$ cat config.mk
export PLATFORM = sky130hd
export DESIGN_NAME = tcg_core
export DESIGN_NICKNAME = d
export VERILOG_FILES = /design/src/tcg_pkg.sv /design/src/tcg_core.sv /design/src/tcg_frame_tick.sv
export SDC_FILE = /design/constraint.sdc
export NUM_CORES = 1
export LEC_CHECK = 0
export BUFFER_PORTS_ARGS = -buffer_cell sky130_fd_sc_hd__buf_2
export CORE_ASPECT_RATIO = 1.2
export CORE_UTILIZATION = 45
export CTS_CLUSTER_SIZE = 8
export DETAILED_ROUTE_END_ITERATION = 12
export GPL_ROUTABILITY_DRIVEN = 0
export HOLD_SLACK_MARGIN = 0.08
export PLACE_DENSITY = 0.78
export SLEW_MARGIN = 20
export SYNTH_ARGS = -nofsm -noshare
export SYNTH_HDL_FRONTEND = slang
export SYNTH_SLANG_ARGS = --single-unit
$ cat constraint.sdc
create_clock -name hclk -period 4.8 [get_ports hclk]
set_clock_uncertainty 0.2 [all_clocks]
set_input_delay 0.48 -clock hclk [delete_from_list [all_inputs] [get_ports hclk]]
set_output_delay 0.48 -clock hclk [all_outputs]
set_load 0.05 [all_outputs]
$ cat src/tcg_pkg.sv
`default_nettype none
package tcg_pkg;
    // Register byte offsets
    localparam logic [7:0] OFF_CTRL = 8'h00;
    localparam logic [7:0] OFF_CMD = 8'h04;
    localparam logic [7:0] OFF_RESTART = 8'h08;
    localparam logic [7:0] OFF_UBITS = 8'h0c;
    localparam logic [7:0] OFF_RTC_DATE = 8'h10;
    localparam logic [7:0] OFF_DELAY = 8'h14;
    localparam logic [7:0] OFF_TC_NOW = 8'h18;
    localparam logic [7:0] OFF_EXT_TC = 8'h1c;
    localparam logic [7:0] OFF_STATUS = 8'h20;
    // Field positions
    localparam int CTRL_MODE_LSB = 0;
    localparam int CTRL_RATE_LSB = 4;
    localparam int CTRL_UMODE_LSB = 8;
    localparam int CTRL_SYNC_BIT = 12;
    localparam int CTRL_CONT_BIT = 13;
    localparam int CMD_JAM_BIT = 0;
    localparam int CMD_RESTART_BIT = 1;
    localparam int STAT_PRESENT_BIT = 0;
    localparam int STAT_RECORD_BIT = 1;
    localparam int STAT_AUDIO_BIT = 2;
    localparam int STAT_RUN_BIT = 3;
    // Reset values
    localparam logic [31:0] RESTART_RST = 32'h0000_0000;
    localparam logic [31:0] UBITS_RST = 32'h0000_0000;
    localparam logic [31:0] RTC_DATE_RST = 32'h0000_0101;
    localparam logic [6:0] DELAY_RST = 7'h00;
    // Timing
    localparam int CLK_HZ_DEF = 10_000_000;
    localparam int CLK_PERIOD_NS = 100;
    localparam int DELAY_STEP_MS = 100;
    localparam logic [6:0] DELAY_MAX = 7'h50;
    localparam int LOSS_MS_DEF = 100;
    localparam longint FRAC_SCALE = 1_001_000;
    // Phase increments per clock, in units of 1/(CLK_HZ x FRAC_SCALE) frame
    localparam logic [47:0] INC_23976 = 48'h0000_016e_3600;
    localparam logic [47:0] INC_24 = 48'h0000_016e_93c0;
    localparam logic [47:0] INC_25 = 48'h0000_017d_d9e8;
    localparam logic [47:0] INC_2997 = 48'h0000_01c9_c380;
    localparam logic [47:0] INC_30 = 48'h0000_01ca_38b0;
    localparam logic [47:0] INC_3003 = 48'h0000_01ca_adfe;
    // Frame limits
    localparam logic [4:0] FF_MAX_24 = 5'h17;
    localparam logic [4:0] FF_MAX_25 = 5'h18;
    localparam logic [4:0] FF_MAX_30 = 5'h1d;
    localparam logic [4:0] FF_DROP_FIRST = 5'h02;
    localparam logic [5:0] MS_MAX = 6'h3b;
    localparam logic [4:0] HH_MAX = 5'h17;

    typedef enum logic [2:0] {
        MODE_OFF = 3'b000,
        MODE_INT_FREE = 3'b001,
        MODE_INT_REC = 3'b010,
        MODE_INT_RTC = 3'b011,
        MODE_EXT = 3'b100,
        MODE_EXT_AUTO = 3'b101
    } tcg_mode_e;

    typedef enum logic [2:0] {
        RATE_23976 = 3'b000,
        RATE_24 = 3'b001,
        RATE_25 = 3'b010,
        RATE_2997 = 3'b011,
        RATE_NTSC_DROP = 3'b100,
        RATE_30 = 3'b101,
        RATE_3003 = 3'b110
    } tcg_rate_e;

    typedef enum logic [1:0] {
        UB_FREE = 2'b00,
        UB_MDY = 2'b01,
        UB_DMY = 2'b10,
        UB_YMD = 2'b11
    } tcg_umode_e;

    // Timecode word layout
    typedef struct packed {
        logic [2:0] pad_h;
        logic [4:0] hh;
        logic [1:0] pad_m;
        logic [5:0] mm;
        logic [1:0] pad_s;
        logic [5:0] ss;
        logic [2:0] pad_f;
        logic [4:0] ff;
    } tcg_tc_s;
endpackage
`default_nettype wire

$ cat src/tcg_core.sv
`timescale 1ns/1ps
`default_nettype none
module tcg_core #(
    parameter int CLK_HZ = tcg_pkg::CLK_HZ_DEF,
    parameter int LOSS_MS = tcg_pkg::LOSS_MS_DEF
) (
    input wire logic hclk,
    input wire logic hresetn,
    input wire logic hsel,
    input wire logic [31:0] haddr,
    input wire logic [1:0] htrans,
    input wire logic hwrite,
    input wire logic [2:0] hsize,
    input wire logic [31:0] hwdata,
    input wire logic hready,
    output logic hreadyout,
    output logic [31:0] hrdata,
    output logic hresp,
    input wire logic ext_tc_valid,
    input wire tcg_pkg::tcg_tc_s ext_tc_value,
    input wire logic rec_active,
    output tcg_pkg::tcg_tc_s tc_out,
    output logic [31:0] ubits_out,
    output logic tc_running,
    output logic record_req,
    output logic audio_clk_ext
);
    import tcg_pkg::*;

    localparam int TENTH_CYC = CLK_HZ / 1000 * DELAY_STEP_MS;
    localparam int LOSS_CYC = CLK_HZ / 1000 * LOSS_MS;

    tcg_mode_e mode_reg;
    tcg_rate_e rate_reg;
    tcg_umode_e umode_reg;
    logic sync_en_reg;
    logic cont_en_reg;
    tcg_tc_s restart_reg;
    logic [31:0] user_reg;
    logic [23:0] rtc_reg;
    logic [6:0] delay_reg;
    tcg_tc_s tc_reg;
    tcg_tc_s ext_last_reg;
    logic [31:0] loss_cnt_reg;
    logic ext_present_reg;
    logic [31:0] pre_reg;
    logic [6:0] tenths_reg;
    logic wr_pend_reg;
    logic rd_pend_reg;
    logic [31:0] addr_reg;
    logic ext_mode;
    logic date_mode;
    logic run;
    logic frame_tick;
    logic wr_ctrl;
    logic wr_ubits;
    logic wr_jam;
    logic wr_restart;
    logic [31:0] rd_data;
    tcg_mode_e new_mode;

    // Address phase capture, reads take one wait state
    always_ff @(posedge hclk or negedge hresetn) begin
        if (!hresetn) begin
            wr_pend_reg <= 1'b0;
            rd_pend_reg <= 1'b0;
            addr_reg <= 32'h0000_0000;
            hreadyout <= 1'b1;
            hresp <= 1'b0;
        end else begin
            wr_pend_reg <= hsel && htrans[1] && hready && hwrite;
            rd_pend_reg <= hsel && htrans[1] && hready && !hwrite;
            hreadyout <= !(hsel && htrans[1] && hready && !hwrite);
            hresp <= 1'b0;
            if (hsel && htrans[1] && hready) begin
                addr_reg <= haddr;
            end
        end
    end

    // Data phase write strobes
    assign wr_ctrl = wr_pend_reg && addr_reg == {24'h00_0000, OFF_CTRL};
    assign wr_ubits = wr_pend_reg && addr_reg == {24'h00_0000, OFF_UBITS};
    assign wr_jam = wr_pend_reg && addr_reg == {24'h00_0000, OFF_CMD}
        && hwdata[CMD_JAM_BIT];
    assign wr_restart = wr_pend_reg && addr_reg == {24'h00_0000, OFF_CMD}
        && hwdata[CMD_RESTART_BIT];

    assign ext_mode = mode_reg == MODE_EXT || mode_reg == MODE_EXT_AUTO;
    assign date_mode = umode_reg != UB_FREE;

    // Mode code check on write, illegal codes fall back to off
    always_comb begin
        unique case (hwdata[CTRL_MODE_LSB +: 3])
            3'b000, 3'b001, 3'b010, 3'b011, 3'b100, 3'b101:
                new_mode = tcg_mode_e'(hwdata[CTRL_MODE_LSB +: 3]);
            default: new_mode = MODE_OFF;
        endcase
    end

    // Control register
    always_ff @(posedge hclk or negedge hresetn) begin
        if (!hresetn) begin
            mode_reg <= MODE_OFF;
            rate_reg <= RATE_30;
            umode_reg <= UB_FREE;
            sync_en_reg <= 1'b0;
            cont_en_reg <= 1'b0;
        end else if (wr_ctrl) begin
            mode_reg <= new_mode;
            if (hwdata[CTRL_RATE_LSB +: 3] != 3'b111) begin
                rate_reg <= tcg_rate_e'(hwdata[CTRL_RATE_LSB +: 3]);
            end
            umode_reg <= tcg_umode_e'(hwdata[CTRL_UMODE_LSB +: 2]);
            sync_en_reg <= hwdata[CTRL_SYNC_BIT]
                && (new_mode == MODE_EXT || new_mode == MODE_EXT_AUTO);
            cont_en_reg <= hwdata[CTRL_CONT_BIT]
                && (new_mode == MODE_EXT || new_mode == MODE_EXT_AUTO);
        end
    end

    // Setting registers
    always_ff @(posedge hclk or negedge hresetn) begin
        if (!hresetn) begin
            restart_reg <= RESTART_RST;
            user_reg <= UBITS_RST;
            rtc_reg <= RTC_DATE_RST[23:0];
            delay_reg <= DELAY_RST;
        end else if (wr_pend_reg) begin
            if (addr_reg == {24'h00_0000, OFF_RESTART}) begin
                restart_reg <= hwdata;
            end
            if (wr_ubits && date_mode) begin
                user_reg[7:0] <= hwdata[7:0];
            end else if (wr_ubits) begin
                user_reg <= hwdata;
            end
            if (addr_reg == {24'h00_0000, OFF_RTC_DATE}) begin
                rtc_reg <= hwdata[23:0];
            end
            if (addr_reg == {24'h00_0000, OFF_DELAY}) begin
                delay_reg <= hwdata > 32'(DELAY_MAX) ? DELAY_MAX : hwdata[6:0];
            end
        end
    end

    // Read mux
    always_comb begin
        rd_data = 32'h0000_0000;
        if (addr_reg[31:8] == 24'h00_0000) begin
            unique case (addr_reg[7:0])
                OFF_CTRL: begin
                    rd_data[CTRL_MODE_LSB +: 3] = mode_reg;
                    rd_data[CTRL_RATE_LSB +: 3] = rate_reg;
                    rd_data[CTRL_UMODE_LSB +: 2] = umode_reg;
                    rd_data[CTRL_SYNC_BIT] = sync_en_reg;
                    rd_data[CTRL_CONT_BIT] = cont_en_reg;
                end
                OFF_RESTART: rd_data = restart_reg;
                OFF_UBITS: rd_data = user_reg;
                OFF_RTC_DATE: rd_data = {8'h00, rtc_reg};
                OFF_DELAY: rd_data = {25'h000_0000, delay_reg};
                OFF_TC_NOW: rd_data = tc_reg;
                OFF_EXT_TC: rd_data = ext_last_reg;
                OFF_STATUS: begin
                    rd_data[STAT_PRESENT_BIT] = ext_present_reg;
                    rd_data[STAT_RECORD_BIT] = record_req;
                    rd_data[STAT_AUDIO_BIT] = audio_clk_ext;
                    rd_data[STAT_RUN_BIT] = tc_running;
                end
                default: rd_data = 32'h0000_0000;
            endcase
        end
    end

    // Read data in the wait-state cycle
    always_ff @(posedge hclk or negedge hresetn) begin
        if (!hresetn) begin
            hrdata <= 32'h0000_0000;
        end else if (rd_pend_reg) begin
            hrdata <= rd_data;
        end
    end

    // Incoming timecode capture and loss timeout
    always_ff @(posedge hclk or negedge hresetn) begin
        if (!hresetn) begin
            ext_last_reg <= 32'h0000_0000;
            loss_cnt_reg <= 32'h0000_0000;
            ext_present_reg <= 1'b0;
        end else if (ext_tc_valid) begin
            ext_last_reg <= ext_tc_value;
            loss_cnt_reg <= 32'(LOSS_CYC);
            ext_present_reg <= 1'b1;
        end else begin
            if (loss_cnt_reg != 32'h0000_0000) begin
                loss_cnt_reg <= loss_cnt_reg - 32'h0000_0001;
            end
            ext_present_reg <= loss_cnt_reg > 32'h0000_0001;
        end
    end

    // Which modes let the frame clock run
    always_comb begin
        unique case (mode_reg)
            MODE_INT_FREE, MODE_INT_RTC: run = 1'b1;
            MODE_INT_REC: run = rec_active;
            MODE_EXT, MODE_EXT_AUTO: run = cont_en_reg && !ext_present_reg;
            default: run = 1'b0;
        endcase
    end

    tcg_frame_tick #(
        .CLK_HZ(CLK_HZ)
    ) u_tick (
        .hclk(hclk),
        .hresetn(hresetn),
        .run(run),
        .rate(rate_reg),
        .tick(frame_tick)
    );

    // One frame step with rate limits, drop frame and rollover
    function automatic tcg_tc_s tc_step(input tcg_tc_s t, input tcg_rate_e r);
        tcg_tc_s n;
        logic [4:0] fmax;
        n = t;
        unique case (r)
            RATE_23976, RATE_24: fmax = FF_MAX_24;
            RATE_25: fmax = FF_MAX_25;
            default: fmax = FF_MAX_30;
        endcase
        if (t.ff < fmax) begin
            n.ff = t.ff + 5'h01;
        end else begin
            n.ff = 5'h00;
            if (t.ss < MS_MAX) begin
                n.ss = t.ss + 6'h01;
            end else begin
                n.ss = 6'h00;
                if (t.mm < MS_MAX) begin
                    n.mm = t.mm + 6'h01;
                end else begin
                    n.mm = 6'h00;
                    n.hh = t.hh < HH_MAX ? t.hh + 5'h01 : 5'h00;
                end
                if (r == RATE_NTSC_DROP && (n.mm % 6'h0a) != 6'h00) begin
                    n.ff = FF_DROP_FIRST;
                end
            end
        end
        return n;
    endfunction

    // Timecode counter
    always_ff @(posedge hclk or negedge hresetn) begin
        if (!hresetn) begin
            tc_reg <= 32'h0000_0000;
        end else if (wr_jam) begin
            tc_reg <= ext_last_reg;
        end else if (wr_restart) begin
            tc_reg <= restart_reg;
        end else if (ext_mode && ext_tc_valid) begin
            tc_reg <= ext_tc_value;
        end else if (frame_tick) begin
            tc_reg <= tc_step(tc_reg, rate_reg);
        end
    end

    assign tc_out = tc_reg;

    // User bits assembly
    always_ff @(posedge hclk or negedge hresetn) begin
        if (!hresetn) begin
            ubits_out <= 32'h0000_0000;
        end else begin
            unique case (umode_reg)
                UB_FREE: ubits_out <= user_reg;
                UB_MDY: ubits_out <= {rtc_reg[15:8], rtc_reg[7:0], rtc_reg[23:16],
                    user_reg[7:0]};
                UB_DMY: ubits_out <= {rtc_reg[7:0], rtc_reg[15:8], rtc_reg[23:16],
                    user_reg[7:0]};
                UB_YMD: ubits_out <= {rtc_reg[23:16], rtc_reg[15:8], rtc_reg[7:0],
                    user_reg[7:0]};
            endcase
        end
    end

    // Auto record presence timer in tenths of a second
    always_ff @(posedge hclk or negedge hresetn) begin
        if (!hresetn) begin
            pre_reg <= 32'h0000_0000;
            tenths_reg <= 7'h00;
        end else if (mode_reg != MODE_EXT_AUTO || !ext_present_reg) begin
            pre_reg <= 32'h0000_0000;
            tenths_reg <= 7'h00;
        end else if (pre_reg == 32'(TENTH_CYC - 1)) begin
            pre_reg <= 32'h0000_0000;
            if (tenths_reg < DELAY_MAX) begin
                tenths_reg <= tenths_reg + 7'h01;
            end
        end else begin
            pre_reg <= pre_reg + 32'h0000_0001;
        end
    end

    // Status outputs
    always_ff @(posedge hclk or negedge hresetn) begin
        if (!hresetn) begin
            record_req <= 1'b0;
            audio_clk_ext <= 1'b0;
            tc_running <= 1'b0;
        end else begin
            record_req <= mode_reg == MODE_EXT_AUTO && ext_present_reg
                && tenths_reg >= delay_reg;
            audio_clk_ext <= sync_en_reg && ext_mode && ext_present_reg;
            tc_running <= run || (ext_mode && ext_present_reg);
        end
    end
endmodule // tcg_core
`default_nettype wire

$ cat src/tcg_frame_tick.sv
`timescale 1ns/1ps
`default_nettype none
module tcg_frame_tick #(
    parameter int CLK_HZ = tcg_pkg::CLK_HZ_DEF
) (
    input wire logic hclk,
    input wire logic hresetn,
    input wire logic run,
    input wire tcg_pkg::tcg_rate_e rate,
    output logic tick
);
    import tcg_pkg::*;

    localparam logic [47:0] THRESH = 48'(longint'(CLK_HZ) * FRAC_SCALE);

    logic [47:0] inc;
    logic [47:0] acc_reg;
    logic [47:0] acc_sum;

    // Phase step for the chosen frame rate
    always_comb begin
        unique case (rate)
            RATE_23976: inc = INC_23976;
            RATE_24: inc = INC_24;
            RATE_25: inc = INC_25;
            RATE_2997, RATE_NTSC_DROP: inc = INC_2997;
            RATE_30: inc = INC_30;
            RATE_3003: inc = INC_3003;
            default: inc = INC_30;
        endcase
    end

    assign acc_sum = acc_reg + inc;

    // Fractional accumulator, one pulse per frame period
    always_ff @(posedge hclk or negedge hresetn) begin
        if (!hresetn) begin
            acc_reg <= 48'h0000_0000_0000;
            tick <= 1'b0;
        end else if (!run) begin
            acc_reg <= 48'h0000_0000_0000;
            tick <= 1'b0;
        end else if (acc_sum >= THRESH) begin
            acc_reg <= acc_sum - THRESH;
            tick <= 1'b1;
        end else begin
            acc_reg <= acc_sum;
            tick <= 1'b0;
        end
    end
endmodule // tcg_frame_tick
`default_nettype wire

=== Yosys cells after proc, flatten, opt, wreduce, memory -nomap -nowiden ===
Index checks and enable logic that the tools add are counted.

* $add $sub $neg: 9
* Divide/modulo/power cells: 1
* $lt $le $gt $ge: 9
* Equality and inequality tests: 38
* Muxes and demuxes: 55
* Bitwise operators: 1
* Reduce and logical (&&, ||, !) cells: 57

{| class="wikitable"
|+ Operators by type and width
! cell !! count
|-
| 32-bit two-way mux || 8
|-
| 32-bit case mux with 4 select lines || 1
|-
| 24-bit case mux with 5 select lines || 1
|-
| 48-bit two-way mux || 2
|-
| 18-bit case mux with 5 select lines || 1
|-
| 6-bit two-way mux || 11
|-
| 32-bit by 4-bit == test with 1-bit output, second input constant || 2
|-
| 32-bit by 5-bit == test with 1-bit output, second input constant || 2
|-
| 48-bit by 25-bit adder with 48-bit output || 1
|-
| 48-bit by 44-bit greater-or-equal comparator with 1-bit output, second input constant || 1
|-
| 48-bit by 44-bit subtractor with 48-bit output, second input constant || 1
|-
| 5-bit two-way mux || 9
|-
| 32-bit by 1-bit adder with 32-bit output, second input constant || 1
|-
| 32-bit by 20-bit == test with 1-bit output, second input constant || 1
|-
| 32-bit by 3-bit == test with 1-bit output, second input constant || 1
|-
| 8-bit by 5-bit == test with 1-bit output, second input constant || 4
|-
| 32-bit by 1-bit > comparator with 1-bit output, second input constant || 1
|-
| 32-bit by 7-bit > comparator with 1-bit output, second input constant || 1
|-
| 32-bit zero test || 1
|-
| 32-bit nonzero test || 1
|-
| 32-bit by 1-bit subtractor with 32-bit output, second input constant || 1
|-
| 29-bit two-way mux || 1
|-
| 7-bit two-way mux || 4
|-
| 3-bit == test, second input constant || 8
|-
| other kinds (46) || 105
|}

* Flip-flop bits (word level): 392
* Output and inout bits: 101

=== Logic depth before layout (Yosys ltp) ===
Gate-level depths: netlist (run 1).

* Depth in word-level cells: 23
* Mapped depth: 27
* Gate-level depth less buffers: 24

=== By module ===
Synthesis (run 1) repeated with hierarchy kept, for this count alone.

* Cells, all modules: 2199
* Area, all modules: 21922.3 um^2

{| class="wikitable"
|+ Modules (own cells, without submodules)
! module !! instances !! cells each !! area an instance (um^2) !! seq. area each (um^2)
|-
| tcg_core || 1 || 1497 || 16517.1 || 8589.5
|-
| tcg_frame_tick || 1 || 702 || 5405.2 || 1201.2
|}

=== Worst setup path before layout (run 1) ===
OpenSTA, ideal clock, no wires.

* Path kind: reg-to-reg
* Start point: reg rate_reg[1]
* End point: reg u_tick.acc_reg[45]
* Library setup time: 0.135 ns
* Data arrival time: 4.497 ns
* Path slack: -0.032 ns
* Cell stages (with the launch flop): 27
* Path buffers: 2
* Cells stage by stage: dfrtp_1 clkbuf_1 nor2b_1 nand2_1 inv_1 ha_1 inv_1 fa_1 nor2b_1 o31a_1 o211a_1 nor3_1 inv_1 ha_1 nand2_1 nor3_1 o21ai_0 a21oi_1 o2111ai_1 a31o_2 a211oi_2 o211ai_2 a211oi_4 nor2_4 buf_6 o311ai_2 o41ai_2

* Longest elaborated chain between the ends: 7
* Elaborated cells between the ends (all ways): 13
* Classes of those cells: 2 x add/sub; 1 x order compare; 5 x eq/ne; 3 x mux; 2 x reduce/logical

{| class="wikitable"
|+ Ends and longest elaborated chain
! item !! line !! RTL
|-
| start, declared || tcg_core.sv:34 || <nowiki>tcg_rate_e rate_reg;</nowiki>
|-
| start signal, assigned || tcg_core.sv:112 || <nowiki>rate_reg <= tcg_rate_e'(hwdata[CTRL_RATE_LSB +: 3]);</nowiki>
|-
| 3-bit == test or 3-bit by 2-bit == test with 1-bit output (tied branches) || tcg_frame_tick.sv:22 || <nowiki>unique case (rate)</nowiki>
|-
| 2-bit OR reduction || tcg_frame_tick.sv:22 ||
|-
| 24-bit case mux with 5 select lines (*) || tcg_frame_tick.sv:22 ||
|-
| 48-bit by 25-bit adder with 48-bit output (*) || tcg_frame_tick.sv:33 || <nowiki>assign acc_sum = acc_reg + inc;</nowiki>
|-
| 48-bit by 44-bit subtractor with 48-bit output or 48-bit by 44-bit greater-or-equal comparator with 1-bit output (tied branches) || tcg_frame_tick.sv:44, tcg_frame_tick.sv:43 ||
|-
| 48-bit two-way mux (*) || tcg_frame_tick.sv:43 || <nowiki>end else if (acc_sum >= THRESH) begin</nowiki>
|-
| 48-bit two-way mux (*) || tcg_frame_tick.sv:40 || <nowiki>end else if (!run) begin</nowiki>
|-
| end signal, assigned || tcg_frame_tick.sv:44 || <nowiki>acc_reg <= acc_sum - THRESH;</nowiki>
|-
| end signal, assigned || tcg_frame_tick.sv:47 || <nowiki>acc_reg <= acc_sum;</nowiki>
|-
| end, declared || tcg_frame_tick.sv:17 || <nowiki>logic [47:0] acc_reg;</nowiki>
|}

Mark *: on every way between the ends. The rest lies on a longest branch, timed or not.
A chain may end at the register's enable or synchronous reset.

=== Worst setup path in the final report (run 1) ===
* Start point: reg rate_reg[0]
* End point: reg u_tick.acc_reg[46]

The elaborated chain is that of the path after synthesis.

==> impl_metrics.toml, run 1 <==
[final_layout]
nets = 2776
syn_to_final_growth_pct = 28.2
layout-drive-gt1-share_pct = 30.8
largest_reg_flops = 47

[timing]
maxSlewHeadroom_pct = 20.8
rsz0062_at_grt = "yes"
finalSetupTns_ns = -0.647
fmax_mhz = 204
finalMaxSlewViolations = 0
worst_slack_ns = -0.107
worst_pin_slew_ns = 1.19
period_needed_ns = 4.91
hold_violations = 0
setup_viol = 15
finalCritPeriodShare_pct = 102

[global_route]
antenna_found_initial = 3
grt_pass1_wl_um = 114000
overflow = 0
grt_usage_pct = 29.6
grt_pass1_vias = 21000
grt_max_degree = 119

[yosys]
yosysMostFrequentCell = "dfrtp_1"
synth_common_cells = "386 x dfrtp_1, 187 x nor2_1, 175 x nand2_1, 173 x mux2_2, 137 x o21ai_0"
synth_seq_area_share_pct = 45.3
ys.flop_type = "dfrtp_1"
synthArstFlopShare_pct = 100
synth-edff-count = 0
ys_types = 93
netlist_top_cells_area = "dfrtp_1 45%, mux2_2 9.0%, nor2_1 3.2%"
syn-instance-count = 2190
synth.avg_cell_area_um2 = 9.88
synth_top_cell_area_share_pct = 44.7
syn_area_um2 = 21600
yosysTopAreaCell = "dfrtp_1"
ys_warn_count = 0
synth_seq_cells = 391
syn-num-nets = 2341

[detailed_routing]
dr.pass1.iters = 7
routed_wirelength_um = 74200
post_drt_wl_per_cell_um = 22.6
ant_nets = 0
vias_per_cell = 6.24
via_count = 20400
drtIter0Drc = 1987
drc = 0

[floorplanning]
initial_utilization_pct = 45.8
design.portCount = 209
rows = 87
core_area_um2 = 47200
die_h_um = 242
die_w_um = 202
dieArea_um2 = 49000

[job]
drv_cap = 0

[critical_path]
critPathSlowestCell = "dfstp_2"
crit_type = "flop to flop"
startpoint_type = "flop"
end_kind = "flop"
crit_path_cell_trace = "buf_4 -> buf_4 -> a21o_1 -> ha_2 -> o211a_1 -> o31a_1 -> buf_4 -> nor3_2 -> nor3_2 -> inv_1 -> ha_2 -> nand2_2 -> nor3_2 -> o21ai_1 -> a21oi_2 -> o2111ai_2 -> a31o_2 -> a211oi_2 -> o211ai_2 -> a211oi_4 -> buf_6 -> nor2_4 -> or4_4 -> nand2_1"
arrival_ns = 5.25
max_stage_delay_ns = 0.58
cp.required_ns = 5.14
path_max_fanout = 5
r2r_cells = 24

[clock_network]
clockBufferDepth = 3
cts_buffers = 55
cts-root-buf = "clkbuf_16"
cts.sinks = 391
h-tree-depth = 2
path_clk_slew_ns = 0.05
worstSkewPairLatency_ns = 0.61
cts_tree = "done"

[power_and_ir_drop]
power_mw = 14.2
ir_drop_mv = 0.411
p_leak_nw = 12.1
power.density_nw_per_um2 = 514

[status]
status = "finished with violations"
violations = "setup timing"

[hold_path]
whs_path_depth = 2
hold_class = "input pin to flop"

[placement]
port_buffers = 203
dp_hpwl_um = 49900
path summary, 6_finish.rpt:
path                        startpoint                  to  slack [ns]
setup / recovery           rate_reg[0]  u_tick.acc_reg[46]       -0.11
hold / removal               hwdata[6]         rate_reg[2]        0.16
setup reg to reg           rate_reg[0]  u_tick.acc_reg[46]       -0.11
hold reg to reg            user_reg[5]        ubits_out[5]        0.19
max in group asynchronous      hresetn          tc_out[25]        2.86
min in group asynchronous      hresetn       ubits_out[12]        0.35
per-layer routing:
layer	GRT usage, %	vias to the layer above	wire, um
met3	6.69	387	6560
met4	21.5	0	6260
li1	-	8854	-
met2	50.2	1245	36100
met5	0	-	0
met1	32.4	9962	25200
placed cells by master, fill, tap and decap left out, types with 21 or more instances in the layout:
cell type	instances
xnor2_1	65
ha_1	30
a221oi_1	24
nor4_1	33
o21ai_1	21
o22ai_1	45
buf_2	202
o211ai_1	21
o21ai_0	115
nand2b_1	21
dfrtp_1	385
nand3_1	44
buf_4	187
inv_1	73
dlygate4sd3_1	97
nand2_1	169
xor2_1	45
mux2_2	173
or3_1	27
nor3_1	55
mux2i_1	40
nand4_1	27
a21oi_1	74
clkbuf_16	55
clkbuf_1	21
nor2_1	181
and3_1	22
cell type report:
| type | count | area [um2] |
|---|---|---|
| Tap cell | 623 | 779 |
| Fill cell | 3695 | 19500 |
| Inverter | 78 | 293 |
| Timing Repair Buffer | 502 | 3610 |
| Multi-Input combinational cell | 1597 | 11700 |
| Clock inverter | 4 | 83.8 |
| Antenna cell | 3 | 7.51 |
| Sequential cell | 391 | 9790 |
| Clock buffer | 78 | 1480 |
critical path: cells and delay by family (launching register included):
family,cells,cell delay (ns)
buf+inv,5,0.73
fa+ha+maj,2,0.50
flops,1,0.58
simple gates,7,1.06
compound gates,10,1.80
stage by stage:
step	setup slack, ns	hold slack (ns)	utilization [%]	instances	area (um2)
finish	-0.107	0.155	58.7	3276	27700
global route	-0.245	0.137	58.7	3274	27700
CTS	-0.00618	0.108	57.5	3260	27200
detailed placement	-0.362	0.196	51.4	3068	24300
global placement	-0.203	0.198	51.4	3068	24300
floorplan	0.0270	-0.0156	-	2190	21600
power breakdown:
group          internal, mW  switching [mW]
combinational          2.96            3.45
sequential             3.70           0.516
clock                  2.12            1.49
total                  8.78            5.46
what timing repair did:
item,CTS,global route
gates resized for setup,58,111
setup buffers,10,13
hold endpoints to repair,267,0
cloned,3,0
endpoints found under the setup margin,39,39
hold buffers,97,0
pin swaps,21,59
cells by family (layout without fill, tap and decap cells):
group,after synthesis,in the layout,synth area share [%]
flops,391,391,45.3
compound gates,521,521,16.4
fa+ha+maj,43,43,2.52
mux,221,221,11.7
xor+xnor,112,112,4.53
other cells,1,4,0.0173
simple gates,696,699,15.8
buf+inv,205,662,3.81
(Power assumes the default switching activity.)
==> run 2: changes to the inputs <==
CORE_MARGIN = 10   (was not set)
MAX_ROUTING_LAYER = met4   (was not set)
PLACE_DENSITY = 0.75   (was 0.78)
clock period = 5.1 ns   (was 4.8 ns; I/O delays follow)
==> impl_metrics.toml, run 2 (same netlist as run 1, synthesis figures left out) <==
[global_route]
overflow = 0
grt_pass1_wl_um = 111000
antenna_found_initial = 5
grt_max_degree = 121
grt_pass1_vias = 19800
grt_usage_pct = 25.0

[critical_path]
crit_type = "flop to flop"
r2r_cells = 22
max_stage_delay_ns = 0.47
path_max_fanout = 6
timing.rr.end = "u_tick.acc_reg[32]"
cp.required_ns = 5.43
rrSetupSlack_ns = 0.07
cp-startpoint = "rate_reg[2]"
arrival_ns = 5.36
crit_path_cell_trace = "or3_4 -> buf_4 -> ha_1 -> buf_4 -> nand2_1 -> nor2_1 -> o21ai_0 -> a211oi_2 -> ha_2 -> nand2_2 -> nor3_2 -> o21ai_1 -> a21oi_2 -> o2111ai_2 -> a31o_2 -> a211oi_4 -> o211ai_2 -> a211oi_4 -> buf_6 -> nor2_2 -> or4_1 -> nand2_1"
r2r_start = "rate_reg[2]"
critPathSlowestCell = "or4_1"
end_kind = "flop"
startpoint_type = "flop"

[placement]
post_dp_cell_area_um2 = 24000
dp_hpwl_um = 50200
place_inst = 3029
port_buffers = 203
post-place-ws_ns = -0.172

[floorplanning]
rows = 87
die_h_um = 260
dieArea_um2 = 57300
core_area_um2 = 47200
die_w_um = 220
initial_utilization_pct = 45.8
design.portCount = 209

[power_and_ir_drop]
power_mw = 12.7
p_leak_nw = 11.8
ir_drop_mv = 0.436
power.density_nw_per_um2 = 469

[clock_network]
cts_tree = "done"
clockBufferDepth = 3
cts.sinks = 391
worstSkewPairLatency_ns = 0.62
cts-root-buf = "clkbuf_16"
cts_buffers = 55
h-tree-depth = 2
path_clk_slew_ns = 0.05

[final_layout]
final_common_cell = "dfrtp_1"
largest_reg_flops = 47
postLayoutCellArea_um2 = 27100
fin_cells = 3236
syn_to_final_growth_pct = 25.3
final_cell_mix = "385 x dfrtp_1, 202 x buf_2, 182 x nor2_1, 173 x mux2_2, 171 x nand2_1"
nets = 2733
layout-drive-gt1-share_pct = 28.1

[timing]
worst_slack_ns = 0.0722
setup_viol = 0
maxSlewHeadroom_pct = 26.7
period_needed_ns = 5.03
fin_hold_ws_ns = 0.155
hold_violations = 0
worst_pin_slew_ns = 1.10
finalMaxSlewViolations = 0
rsz0062_at_grt = "yes"
fmax_mhz = 199
finalCritPeriodShare_pct = 98.6

[detailed_routing]
dr.pass1.iters = 8
post_drt_wl_per_cell_um = 22.3
vias_per_cell = 6.12
ant_nets = 0
drc = 0
routed_wirelength_um = 72200
drtIter0Drc = 2119
via_count = 19800

[job]
drv_cap = 0

[hold_path]
worstHoldStart = "hwdata[6]"
whs_path_depth = 2
min_to = "rate_reg[2]"
hold_class = "input pin to flop"

[status]
status = "completed"
==> run 2: per-stage QoR <==
stage | util, % | setup TNS, ns
2_1_floorplan | - | 0
3_3_place_gp | 50.8 | -0.131
5_1_grt | 57.4 | -0.931
3_5_place_dp | 50.9 | -2.74
4_1_cts | 56.3 | 0
6_report | 57.4 | 0
==> run 2: worst max-delay path: cells and delay by family, from the launching register on <==
kind	cells	cell delay (ns)
AOI/OAI and AO/OA	9	1.82
buffers and inverters	3	0.48
and+or+nand+nor	8	1.50
adders and majority gates	2	0.57
DFF	1	0.40
==> run 2: worst max path at each step <==
stage / endpoint / slack, ns / depth (start not counted)
finish: u_tick.acc_reg[32] / 0.07 / 22
global route: u_tick.acc_reg[46] / -0.07 / 22
CTS: u_tick.acc_reg[39] / 0.006 / 25
detailed placement: u_tick.acc_reg[19] / -0.17 / 25
global placement: u_tick.acc_reg[32] / -0.04 / 24
floorplan: u_tick.acc_reg[45] / 0.27 / 26
==> run 2: layer usage <==
metal	share of wire (%)	GRT usage, %
met1	36	27.2
met3	9.1	5.84
met4	6.8	15.4
met2	48	40.8
met5	0	-
==> run 2: where the power goes <==
part           total [mW]  switching [mW]  internal, mW
sequential           3.93           0.442          3.49
clock                3.31            1.36          1.95
combinational        5.49            3.01          2.48
==> run 2: what timing repair did <==
action	CTS	global route
gates cloned	1	1
setup buffers	4	15
hold buffers	98	0
endpoints found under the setup margin	35	39
pin swaps	6	32
hold endpoints to repair	252	0
resized for setup	11	77
==> run 2: cell type report <==
cell class	count	area (um2)
Multi-Input combinational cell	1596	11400
Tap cell	623	779
Fill cell	3834	20100
Timing Repair Buffer	460	3260
Clock buffer	75	1450
Antenna cell	8	20.0
Sequential cell	391	9790
Inverter	78	293
Clock inverter	5	65.1
